`src/hdl/partner_page_pkg.sv`:
```
package partner_page_pkg;

  // ****************************************
  // register map
  // ****************************************
  localparam logic [15:0] OFFS_LOW  = 16'h0205;
  localparam logic [15:0] OFFS_MID  = 16'h0206;
  localparam logic [15:0] OFFS_HIGH = 16'h0207;
  localparam logic [15:0] OFFS_RES  = 16'h020C;

  localparam logic [15:0] RESET_WORD = 16'h0000;

  // ****************************************
  // field positions, low word
  // ****************************************
  localparam int POS_NEXT_PAGE = 15;
  localparam int POS_ACK       = 14;
  localparam int POS_FAULT     = 13;
  localparam int POS_FORCED    = 12;
  localparam int POS_PAUSE_HI  = 11;
  localparam int POS_PAUSE_LO  = 10;
  localparam int POS_SEL_HI    = 4;

  // ****************************************
  // field positions, middle word
  // ****************************************
  localparam int POS_LONG_REACH = 14;
  localparam int POS_GIGABIT    = 7;
  localparam int POS_SR_FULL    = 6;
  localparam int POS_FAST       = 5;
  localparam int POS_MASTER     = 4;

  // ****************************************
  // field positions, high word
  // ****************************************
  localparam int POS_ENERGY    = 14;
  localparam int POS_HI_ABLE   = 13;
  localparam int POS_HI_REQ    = 12;
  localparam int POS_SR_HALF   = 11;

  localparam logic [15:0] MASK_LOW  = 16'hFC1F;
  localparam logic [15:0] MASK_MID  = 16'h40F0;
  localparam logic [15:0] MASK_HIGH = 16'h7800;

endpackage : partner_page_pkg

```
`src/hdl/page_word_hold.sv`:
```
`timescale 1ns/10ps
module page_word_hold
  import partner_page_pkg::*;
(
  input  wire logic        core_clk_i,
  input  wire logic        rst_n_i,
  input  wire logic        load_live_i,
  input  wire logic [15:0] live_word_i,
  input  wire logic        snap_i,
  input  wire logic [15:0] mask_i,
  output logic      [15:0] live_o,
  output logic      [15:0] held_o
);

  always_ff @(posedge core_clk_i or negedge rst_n_i)
  begin
    if (!rst_n_i)
      live_o <= RESET_WORD;
    else if (load_live_i)
      live_o <= live_word_i & mask_i;
  end

  always_ff @(posedge core_clk_i or negedge rst_n_i)
  begin
    if (!rst_n_i)
      held_o <= RESET_WORD;
    else if (snap_i)
      held_o <= live_o;
  end

endmodule : page_word_hold

```
`src/hdl/partner_base_page_capture.sv`:
```
`timescale 1ns/10ps
module partner_base_page_capture
  import partner_page_pkg::*;
(
  input  wire logic        core_clk_i,
  input  wire logic        rst_n_i,
  input  wire logic [15:0] reg_addr_i,
  input  wire logic [15:0] reg_wdata_i,
  input  wire logic        reg_wr_i,
  input  wire logic        reg_rd_i,
  output logic      [15:0] reg_rdata_o,
  input  wire logic        page_valid_i,
  input  wire logic [47:0] page_word_i,
  input  wire logic        local_high_level_able_i,
  input  wire logic        local_high_level_request_i,
  output logic             high_level_sel_o,
  output logic             partner_is_master_o,
  output logic             partner_role_forced_o
);

  // ****************************************
  // live capture and snapshots
  // ****************************************
  logic [15:0] live_low;
  logic [15:0] live_mid;
  logic [15:0] live_high;
  logic [15:0] held_mid;
  logic [15:0] held_high;
  logic        snap;
  logic [15:0] rdata_nxt;
  logic        sel_nxt;
  logic        wr_seen_r;

  // ****************************************
  // named fields and decode
  // ****************************************
  logic        low_next_page;
  logic        low_ack;
  logic        low_fault;
  logic        partner_role_forced;
  logic [1:0]  low_pause;
  logic [4:0]  low_selector;
  logic        partner_long_reach_able;
  logic        partner_gigabit_able;
  logic        partner_short_reach_full_duplex;
  logic        partner_fast_able;
  logic        partner_is_master;
  logic        partner_energy_saving_able;
  logic        partner_high_level_able;
  logic        partner_high_level_request;
  logic        partner_short_reach_half_duplex;
  logic        live_is_master;
  logic        live_high_level_able;
  logic        live_high_level_request;
  logic        both_able;
  logic        any_request;
  logic [15:0] low_view;
  logic [15:0] mid_view;
  logic [15:0] high_view;
  logic        hit_low;
  logic        hit_mid;
  logic        hit_high;

  // ****************************************
  // address decode
  // ****************************************
  // one decode shared by the snapshot strobe and the read mux
  assign hit_low  = (reg_addr_i == OFFS_LOW);
  assign hit_mid  = (reg_addr_i == OFFS_MID);
  assign hit_high = (reg_addr_i == OFFS_HIGH);

  // the low word is read live; the snapshot protects only the upper two
  assign snap = reg_rd_i && hit_low;

  always_ff @(posedge core_clk_i or negedge rst_n_i)
  begin
    if (!rst_n_i)
    begin
      live_low <= RESET_WORD;
    end
    else if (page_valid_i)
    begin
      live_low <= page_word_i[15:0] & MASK_LOW;
    end
  end

  // bit positions of the codeword match the register fields one to one
  page_word_hold u_mid
  (
    .core_clk_i  (core_clk_i),
    .rst_n_i     (rst_n_i),
    .load_live_i (page_valid_i),
    .live_word_i (page_word_i[31:16]),
    .snap_i      (snap),
    .mask_i      (MASK_MID),
    .live_o      (live_mid),
    .held_o      (held_mid)
  );

  page_word_hold u_high
  (
    .core_clk_i  (core_clk_i),
    .rst_n_i     (rst_n_i),
    .load_live_i (page_valid_i),
    .live_word_i (page_word_i[47:32]),
    .snap_i      (snap),
    .mask_i      (MASK_HIGH),
    .live_o      (live_high),
    .held_o      (held_high)
  );

  // ****************************************
  // field extraction
  // ****************************************
  // the low word is live, so its fields come straight from the capture
  assign low_next_page       = live_low[POS_NEXT_PAGE];
  assign low_ack             = live_low[POS_ACK];
  assign low_fault           = live_low[POS_FAULT];
  assign partner_role_forced = live_low[POS_FORCED];
  assign low_pause           = live_low[POS_PAUSE_HI:POS_PAUSE_LO];
  assign low_selector        = live_low[POS_SEL_HI:0];

  // middle and high fields for the read port come from the held copy
  assign partner_long_reach_able         = held_mid[POS_LONG_REACH];
  assign partner_gigabit_able            = held_mid[POS_GIGABIT];
  assign partner_short_reach_full_duplex = held_mid[POS_SR_FULL];
  assign partner_fast_able               = held_mid[POS_FAST];
  assign partner_is_master               = held_mid[POS_MASTER];
  assign partner_energy_saving_able      = held_high[POS_ENERGY];
  assign partner_high_level_able         = held_high[POS_HI_ABLE];
  assign partner_high_level_request      = held_high[POS_HI_REQ];
  assign partner_short_reach_half_duplex = held_high[POS_SR_HALF];

  // status pins follow the live words so the line side sees each page at once
  assign live_is_master          = live_mid[POS_MASTER];
  assign live_high_level_able    = live_high[POS_HI_ABLE];
  assign live_high_level_request = live_high[POS_HI_REQ];

  // ****************************************
  // read word assembly
  // ****************************************
  // reserved positions are never assigned, so they read as zero
  always_comb
  begin
    low_view                            = RESET_WORD;
    low_view[POS_NEXT_PAGE]             = low_next_page;
    low_view[POS_ACK]                   = low_ack;
    low_view[POS_FAULT]                 = low_fault;
    low_view[POS_FORCED]                = partner_role_forced;
    low_view[POS_PAUSE_HI:POS_PAUSE_LO] = low_pause;
    low_view[POS_SEL_HI:0]              = low_selector;
  end

  always_comb
  begin
    mid_view                 = RESET_WORD;
    mid_view[POS_LONG_REACH] = partner_long_reach_able;
    mid_view[POS_GIGABIT]    = partner_gigabit_able;
    mid_view[POS_SR_FULL]    = partner_short_reach_full_duplex;
    mid_view[POS_FAST]       = partner_fast_able;
    mid_view[POS_MASTER]     = partner_is_master;
  end

  always_comb
  begin
    high_view              = RESET_WORD;
    high_view[POS_ENERGY]  = partner_energy_saving_able;
    high_view[POS_HI_ABLE] = partner_high_level_able;
    high_view[POS_HI_REQ]  = partner_high_level_request;
    high_view[POS_SR_HALF] = partner_short_reach_half_duplex;
  end

  // ****************************************
  // register read port
  // ****************************************
  always_comb
  begin
    rdata_nxt = RESET_WORD;
    if (hit_low)
    begin
      rdata_nxt = low_view;
    end
    else if (hit_mid)
    begin
      rdata_nxt = mid_view;
    end
    else if (hit_high)
    begin
      rdata_nxt = high_view;
    end
    else
    begin
      rdata_nxt = RESET_WORD;
    end
  end

  // the read word stands for one cycle per read, and returns to zero in any cycle without a read
  always_ff @(posedge core_clk_i or negedge rst_n_i)
  begin
    if (!rst_n_i)
    begin
      reg_rdata_o <= RESET_WORD;
    end
    else if (reg_rd_i)
    begin
      reg_rdata_o <= rdata_nxt;
    end
    else
    begin
      reg_rdata_o <= RESET_WORD;
    end
  end

  // ****************************************
  // write port
  // ****************************************
  // writes are accepted and dropped; every register here is read-only
  always_ff @(posedge core_clk_i or negedge rst_n_i)
  begin
    if (!rst_n_i)
    begin
      wr_seen_r <= 1'b0;
    end
    else
    begin
      wr_seen_r <= reg_wr_i & (|reg_wdata_i) & 1'b0;
    end
  end

  // ****************************************
  // transmit level resolution
  // ****************************************
  // either side lacking the high level forces the low level on both
  assign both_able   = local_high_level_able_i && live_high_level_able;
  assign any_request = local_high_level_request_i || live_high_level_request;

  always_comb
  begin
    if (!both_able)
    begin
      sel_nxt = 1'b0;
    end
    else
    begin
      sel_nxt = any_request;
    end
  end

  always_ff @(posedge core_clk_i or negedge rst_n_i)
  begin
    if (!rst_n_i)
    begin
      high_level_sel_o <= 1'b0;
    end
    else
    begin
      high_level_sel_o <= sel_nxt;
    end
  end

  // ****************************************
  // status outputs
  // ****************************************
  always_ff @(posedge core_clk_i or negedge rst_n_i)
  begin
    if (!rst_n_i)
    begin
      partner_is_master_o <= 1'b0;
    end
    else
    begin
      partner_is_master_o <= live_is_master;
    end
  end

  always_ff @(posedge core_clk_i or negedge rst_n_i)
  begin
    if (!rst_n_i)
    begin
      partner_role_forced_o <= 1'b0;
    end
    else
    begin
      partner_role_forced_o <= partner_role_forced;
    end
  end

endmodule : partner_base_page_capture

```
`config.mk`:
```
export PLATFORM = sky130hd
export DESIGN_NAME = partner_base_page_capture
export DESIGN_NICKNAME = d
export VERILOG_FILES = /design/src/hdl/partner_page_pkg.sv /design/src/hdl/page_word_hold.sv /design/src/hdl/partner_base_page_capture.sv
export SDC_FILE = /design/constraint.sdc
export NUM_CORES = 1
export LEC_CHECK = 0
export BUFFER_PORTS_ARGS = -buffer_cell sky130_fd_sc_hd__clkbuf_2
export CORE_MARGIN = 2
export CORE_UTILIZATION = 45
export DETAILED_ROUTE_END_ITERATION = 6
export HOLD_SLACK_MARGIN = 0.06
export MAX_ROUTING_LAYER = met4
export PLACE_DENSITY = 0.85
export SYNTH_ARGS = -nofsm -noshare
export SYNTH_HDL_FRONTEND = slang
export SYNTH_SLANG_ARGS = --single-unit
export TNS_END_PERCENT = 10
```
`constraint.sdc`:
```
create_clock -name core_clk_i -period 3.28 [get_ports core_clk_i]
set_clock_uncertainty 0.15 [all_clocks]
set_input_delay 0.656 -clock core_clk_i [delete_from_list [all_inputs] [get_ports core_clk_i]]
set_output_delay 0.656 -clock core_clk_i [all_outputs]
set_load 0.01 [all_outputs]
```
== Yosys cells after proc, flatten, opt, wreduce, memory -nomap -nowiden ==
Cells that the tools add are included.
Storage, ports and cells
  register bits: 48
  logic and storage cells: 20
Operators by class
  equality and inequality tests: 3
  reduce and logical (&&, ||, !) cells: 3
  muxes and demuxes: 5
Operator list (number)
  $eq A16 B10 Y1 const B: 3
  $mux W16: 3
  $mux W15: 1
  $logic_and A1 B1 Y1: 2
  $logic_or A1 B1 Y1: 1
  $mux W1: 1

== Longest topological paths before layout ==
  depth in word-level cells: 5
  mapped depth: 5
  depth with buffers taken out: 4

== Cells and area by module ==
From an unflattened synthesis, not the netlist that was laid out.
Unflattened totals
  cells, all modules: 281
  area total of the unflattened synthesis: 3689.8 sq um
By module, submodules not included
  page_word_hold: seq. area each 800.8 sq um, cells an instance 101, area each 1283.7 sq um, times used 2
  partner_base_page_capture: seq. area each 700.7 sq um, cells an instance 79, area each 1122.3 sq um, times used 1

== Least setup slack after synthesis ==
Ideal clock, no wire load.
  kind: input-to-reg
  from: input reg_addr_i[13]
  to: register u_high.held_o[11]
  arrival: 1.844 ns
  path slack: 1.161 ns
  cell stages on the path: 5
  library setup time: 0.125 ns
  data required time: 3.005 ns
  cell sequence: nor4_2 > nand4_2 > nor3_4 > buf_6 > mux2_4
On the way
  cells in the longest elaborated chain, start to end: 2
Ends and longest elaborated chain
  start, declared: RTL line partner_base_page_capture.sv:7  | input wire logic [15:0] reg_addr_i,
  $eq A16 B10 Y1: RTL line partner_base_page_capture.sv:68  | assign hit_low = (reg_addr_i == OFFS_LOW);
  $logic_and A1 B1 Y1: RTL line partner_base_page_capture.sv:73  | assign snap = reg_rd_i && hit_low;
  end signal, assigned: RTL line page_word_hold.sv:28  | held_o <= live_o;
  end, declared: RTL line page_word_hold.sv:12  | output logic [15:0] held_o
No other way between the ends.
A chain may end at the register's enable or synchronous reset.

== Worst setup path in the final report ==
  from: input reg_addr_i[13]
  to: register u_mid.held_o[6]
On the way
  cells in the longest elaborated chain, start to end: 2
Ends and longest elaborated chain (RTL line)
  $eq A16 B10 Y1: partner_base_page_capture.sv:68
  $logic_and A1 B1 Y1: partner_base_page_capture.sv:73
  end signal, assigned: page_word_hold.sv:28
  end, declared: page_word_hold.sv:12
No other way between the ends.

==> impl_metrics.json <==
{
  "synth_xor_xnor_area_share_pct": 0,
  "std_cell_rows": 22,
  "crit_arrival_ns": 2.27,
  "grt_max_degree": 47,
  "yosys-mux-area-fraction_pct": 21.32,
  "cts_sinks": 46,
  "die_w_um": 67.17,
  "cts_tree": "built",
  "cts-root-buf": "clkbuf_8",
  "cp_data_required_time_ns": 3.31,
  "totalWireLength_um": 3111,
  "htree_levels": 2,
  "grt.total_usage_pct": 15.96,
  "n_fill_cell": 318,
  "end_kind": "register",
  "dr.pass1.iters": 4,
  "fin_crit_ns": 2.242,
  "synth-simple-area-share_pct": 10.45,
  "worstPathCellList": "clkbuf_2 > nor4_2 > nand4_2 > nor3_4 > mux2_2",
  "vias_per_cell": 4.892,
  "relSlewSlack_pct": 29.54,
  "peakVddDrop_mv": 0.4424,
  "total_power_mw": 1.097,
  "critPathMaxStageDelay_ns": 0.60,
  "grt_pass1_vias": 1151,
  "clk_latency_ns": 0.29,
  "fmax_ghz": 0.4461,
  "synth_seq_cells": 46,
  "critPathKind": "in2reg",
  "cts_hold_buffers": 0,
  "initial_core_util_pct": 47.96,
  "drt.antenna.violating_nets": 0,
  "io_buffers": 58,
  "top_level_ports": 106,
  "coreArea_um2": 3744,
  "synth_top_family_by_area": "multiplexers",
  "antenna_found_initial": 0,
  "die_h_um": 67.17,
  "yosysWarnings": 0,
  "cts.repair.resized": 0,
  "fin_crit_sh_pct": 68.35,
  "gp_congestion": 0.7320,
  "drive_gt1_share_pct": 61.14,
  "cp_max_fo": 15,
  "synthToLayoutAreaGrowth_pct": 23.41,
  "synth-compound-area-share_pct": 1.254,
  "cts_setup_buffers": 0,
  "num_vias": 1091,
  "hold-worst-slack_ns": 0.2645,
  "wire_per_inst_um": 13.95,
  "layout.nets": 261,
  "die-area_um2": 4511,
  "cts_made_buffers": 5,
  "path_clk_slew_ns": 0.08,
  "outcome": "complete, no violations",
  "cp-start-kind": "input pin",
  "grt_pass1_wl_um": 5099,
  "hp-class": "reg2reg",
  "final_core_util_pct": 59.19,
  "avgSynthCellArea_um2": 15.75,
  "rsz0062_at_grt": "no",
  "multi_input_area_um2": 600.6,
  "path_buf_inv": 1,
  "finalHoldViolations": 0,
  "synth-seq-area-share_pct": 64.11,
  "ctsLongestPathBuffers": 2,
  "tns_ns": 0,
  "seq_area_um2": 1151,
  "tightest_slew_ns": 1.057,
  "drc": 0,
  "cp_top_family": "simple AND/OR/NAND/NOR gates",
  "antenna_cells": 0,
  "synth_fa_ha_area_share_pct": 0,
  "syn-cell-area_um2": 1795,
  "syn_inst": 114,
  "maxSlewViolCount": 0,
  "dpl.hpwl_um": 2348,
  "p_per_area_nw_per_um2": 495.2,
  "leakagePower_nw": 1.136,
  "drtIter0Drc": 39,
  "synth_cell_types": 26,
  "grt_overflow_total": 0,
  "max_cap_violations": 0,
  "setup_viol": 0,
  "critPathSlowestCell": "nor3_4"
}
[worst reg2reg max path, cell delays in order (launching register included)]
cell and delay (ns):
dfrtp_1 0.39, mux2_2 0.28, a22oi_1 0.14, nor2_1 0.06
[registers in the layout, indices dropped and copies added, names as in the netlist]
name and flops:
partner_is_master_o 1, u_high.held_o 4, live_low 11, u_mid.live_o 5, partner_role_forced_o 1, high_level_sel_o 1, u_high.live_o 4, u_mid.held_o 5
reg_rdata_o 14
[power by group]
group          internal, mW  switching [mW]  total (mW)
combinational        0.0468          0.0380      0.0848
sequential            0.595          0.0147       0.609
clock                 0.227           0.176       0.403
[metrics by stage]
stage / cells / setup slack, ns / cell area [um^2]
2_1_floorplan: 115 / 1.161 / 1799
3_3_place_gp: 215 / 0.7735 / 2106
3_5_place_dp: 215 / 0.6724 / 2106
4_1_cts: 223 / 0.9953 / 2216
5_1_grt: 223 / 0.9168 / 2216
6_report: 223 / 1.038 / 2216
[metal layers]
layer,vias to the layer above,wire length [um],track usage [%]
met3,4,281,4.500
li1,507,-,-
met5,-,0,-
met1,524,1268,18.32
met4,0,32,5.357
met2,56,1528,26.98
[cells in the mapped netlist]
cell type        instances  area [um^2]
o211a_1                  1        10.01
mux2i_1                  3        30.03
and4bb_2                 1        12.51
nor3_1                   1        5.000
and2_1                   3        18.77
inv_1                    1        3.750
nor2_1                   5        18.77
a21oi_1                  1        5.000
nor3b_1                  1        7.510
dfrtp_1                 46         1151
clkdlybuf4s15_1          1        10.01
mux2_2                  26        292.8
buf_4                    2        15.01
mux2_4                   4        60.06
nor4_2                   1        12.51
nand4_2                  1        12.51
a22oi_1                  1        7.510
and2_2                   6        45.04
buf_6                    1        11.26
conb_1                   1        3.750
or2_2                    1        6.260
nand2_1                  1        3.750
nand3_1                  1        5.000
clkbuf_1                 2        7.510
nor4b_4                  1        23.77
nor3_4                   1        16.27
[final cells by class]
type                       instances  area share, %
clock buffer                       6          3.275
clock inverter                     2          1.694
inverter                           1         0.1694
multi-input combinational         62          27.10
sequential                        46          51.95
tap                               48          2.710
timing repair buffer              58          13.10
[final timing paths]
| kind | startpoint | to | slack (ns) | cells past startpoint |
|---|---|---|---|---|
| hold / removal | live_low[12]$_DFFE_PN0P_ | partner_role_forced_o$_DFF_PN0_ | 0.26 | 0 |
| setup reg to reg | u_high.held_o[14]$_DFFE_PN0P_ | reg_rdata_o[14]$_DFF_PN0_ | 2.16 | 3 |
| hold reg to reg | live_low[12]$_DFFE_PN0P_ | partner_role_forced_o$_DFF_PN0_ | 0.26 | 0 |
| setup / recovery | reg_addr_i[13] | u_mid.held_o[6]$_DFFE_PN0P_ | 1.04 | 5 |
| max in group asynchronous | rst_n_i | live_low[15]$_DFFE_PN0P_ | 1.94 | 1 |
| min in group asynchronous | rst_n_i | partner_is_master_o$_DFF_PN0_ | 0.40 | 1 |
[placed cells by master, fill, tap and decap left out, drive strengths merged]
cell type	netlist	routed
dfrtp	46	46
a21oi	1	1
or2	1	1
nand3	1	1
nand2	1	1
nor3	2	2
o211a	1	1
nand4	1	1
a22oi	1	1
mux2	30	30
nor2	5	5
clkinvlp	0	1
conb	1	2
bufinv	0	1
nor4	1	1
clkbuf	2	64
and4bb	1	1
nor4b	1	1
inv	1	1
and2	9	9
nor3b	1	1
mux2i	3	3
[kinds of logic (layout without fill, tap and decap cells)]
family	Yosys count	in the layout
AOI/OAI and AO/OA	3	3
and+or+nand+nor	24	24
other	1	2
buffers and inverters	7	67
DFF	46	46
muxes	33	33
No activity file was read; power rests on OpenSTA's default activity.
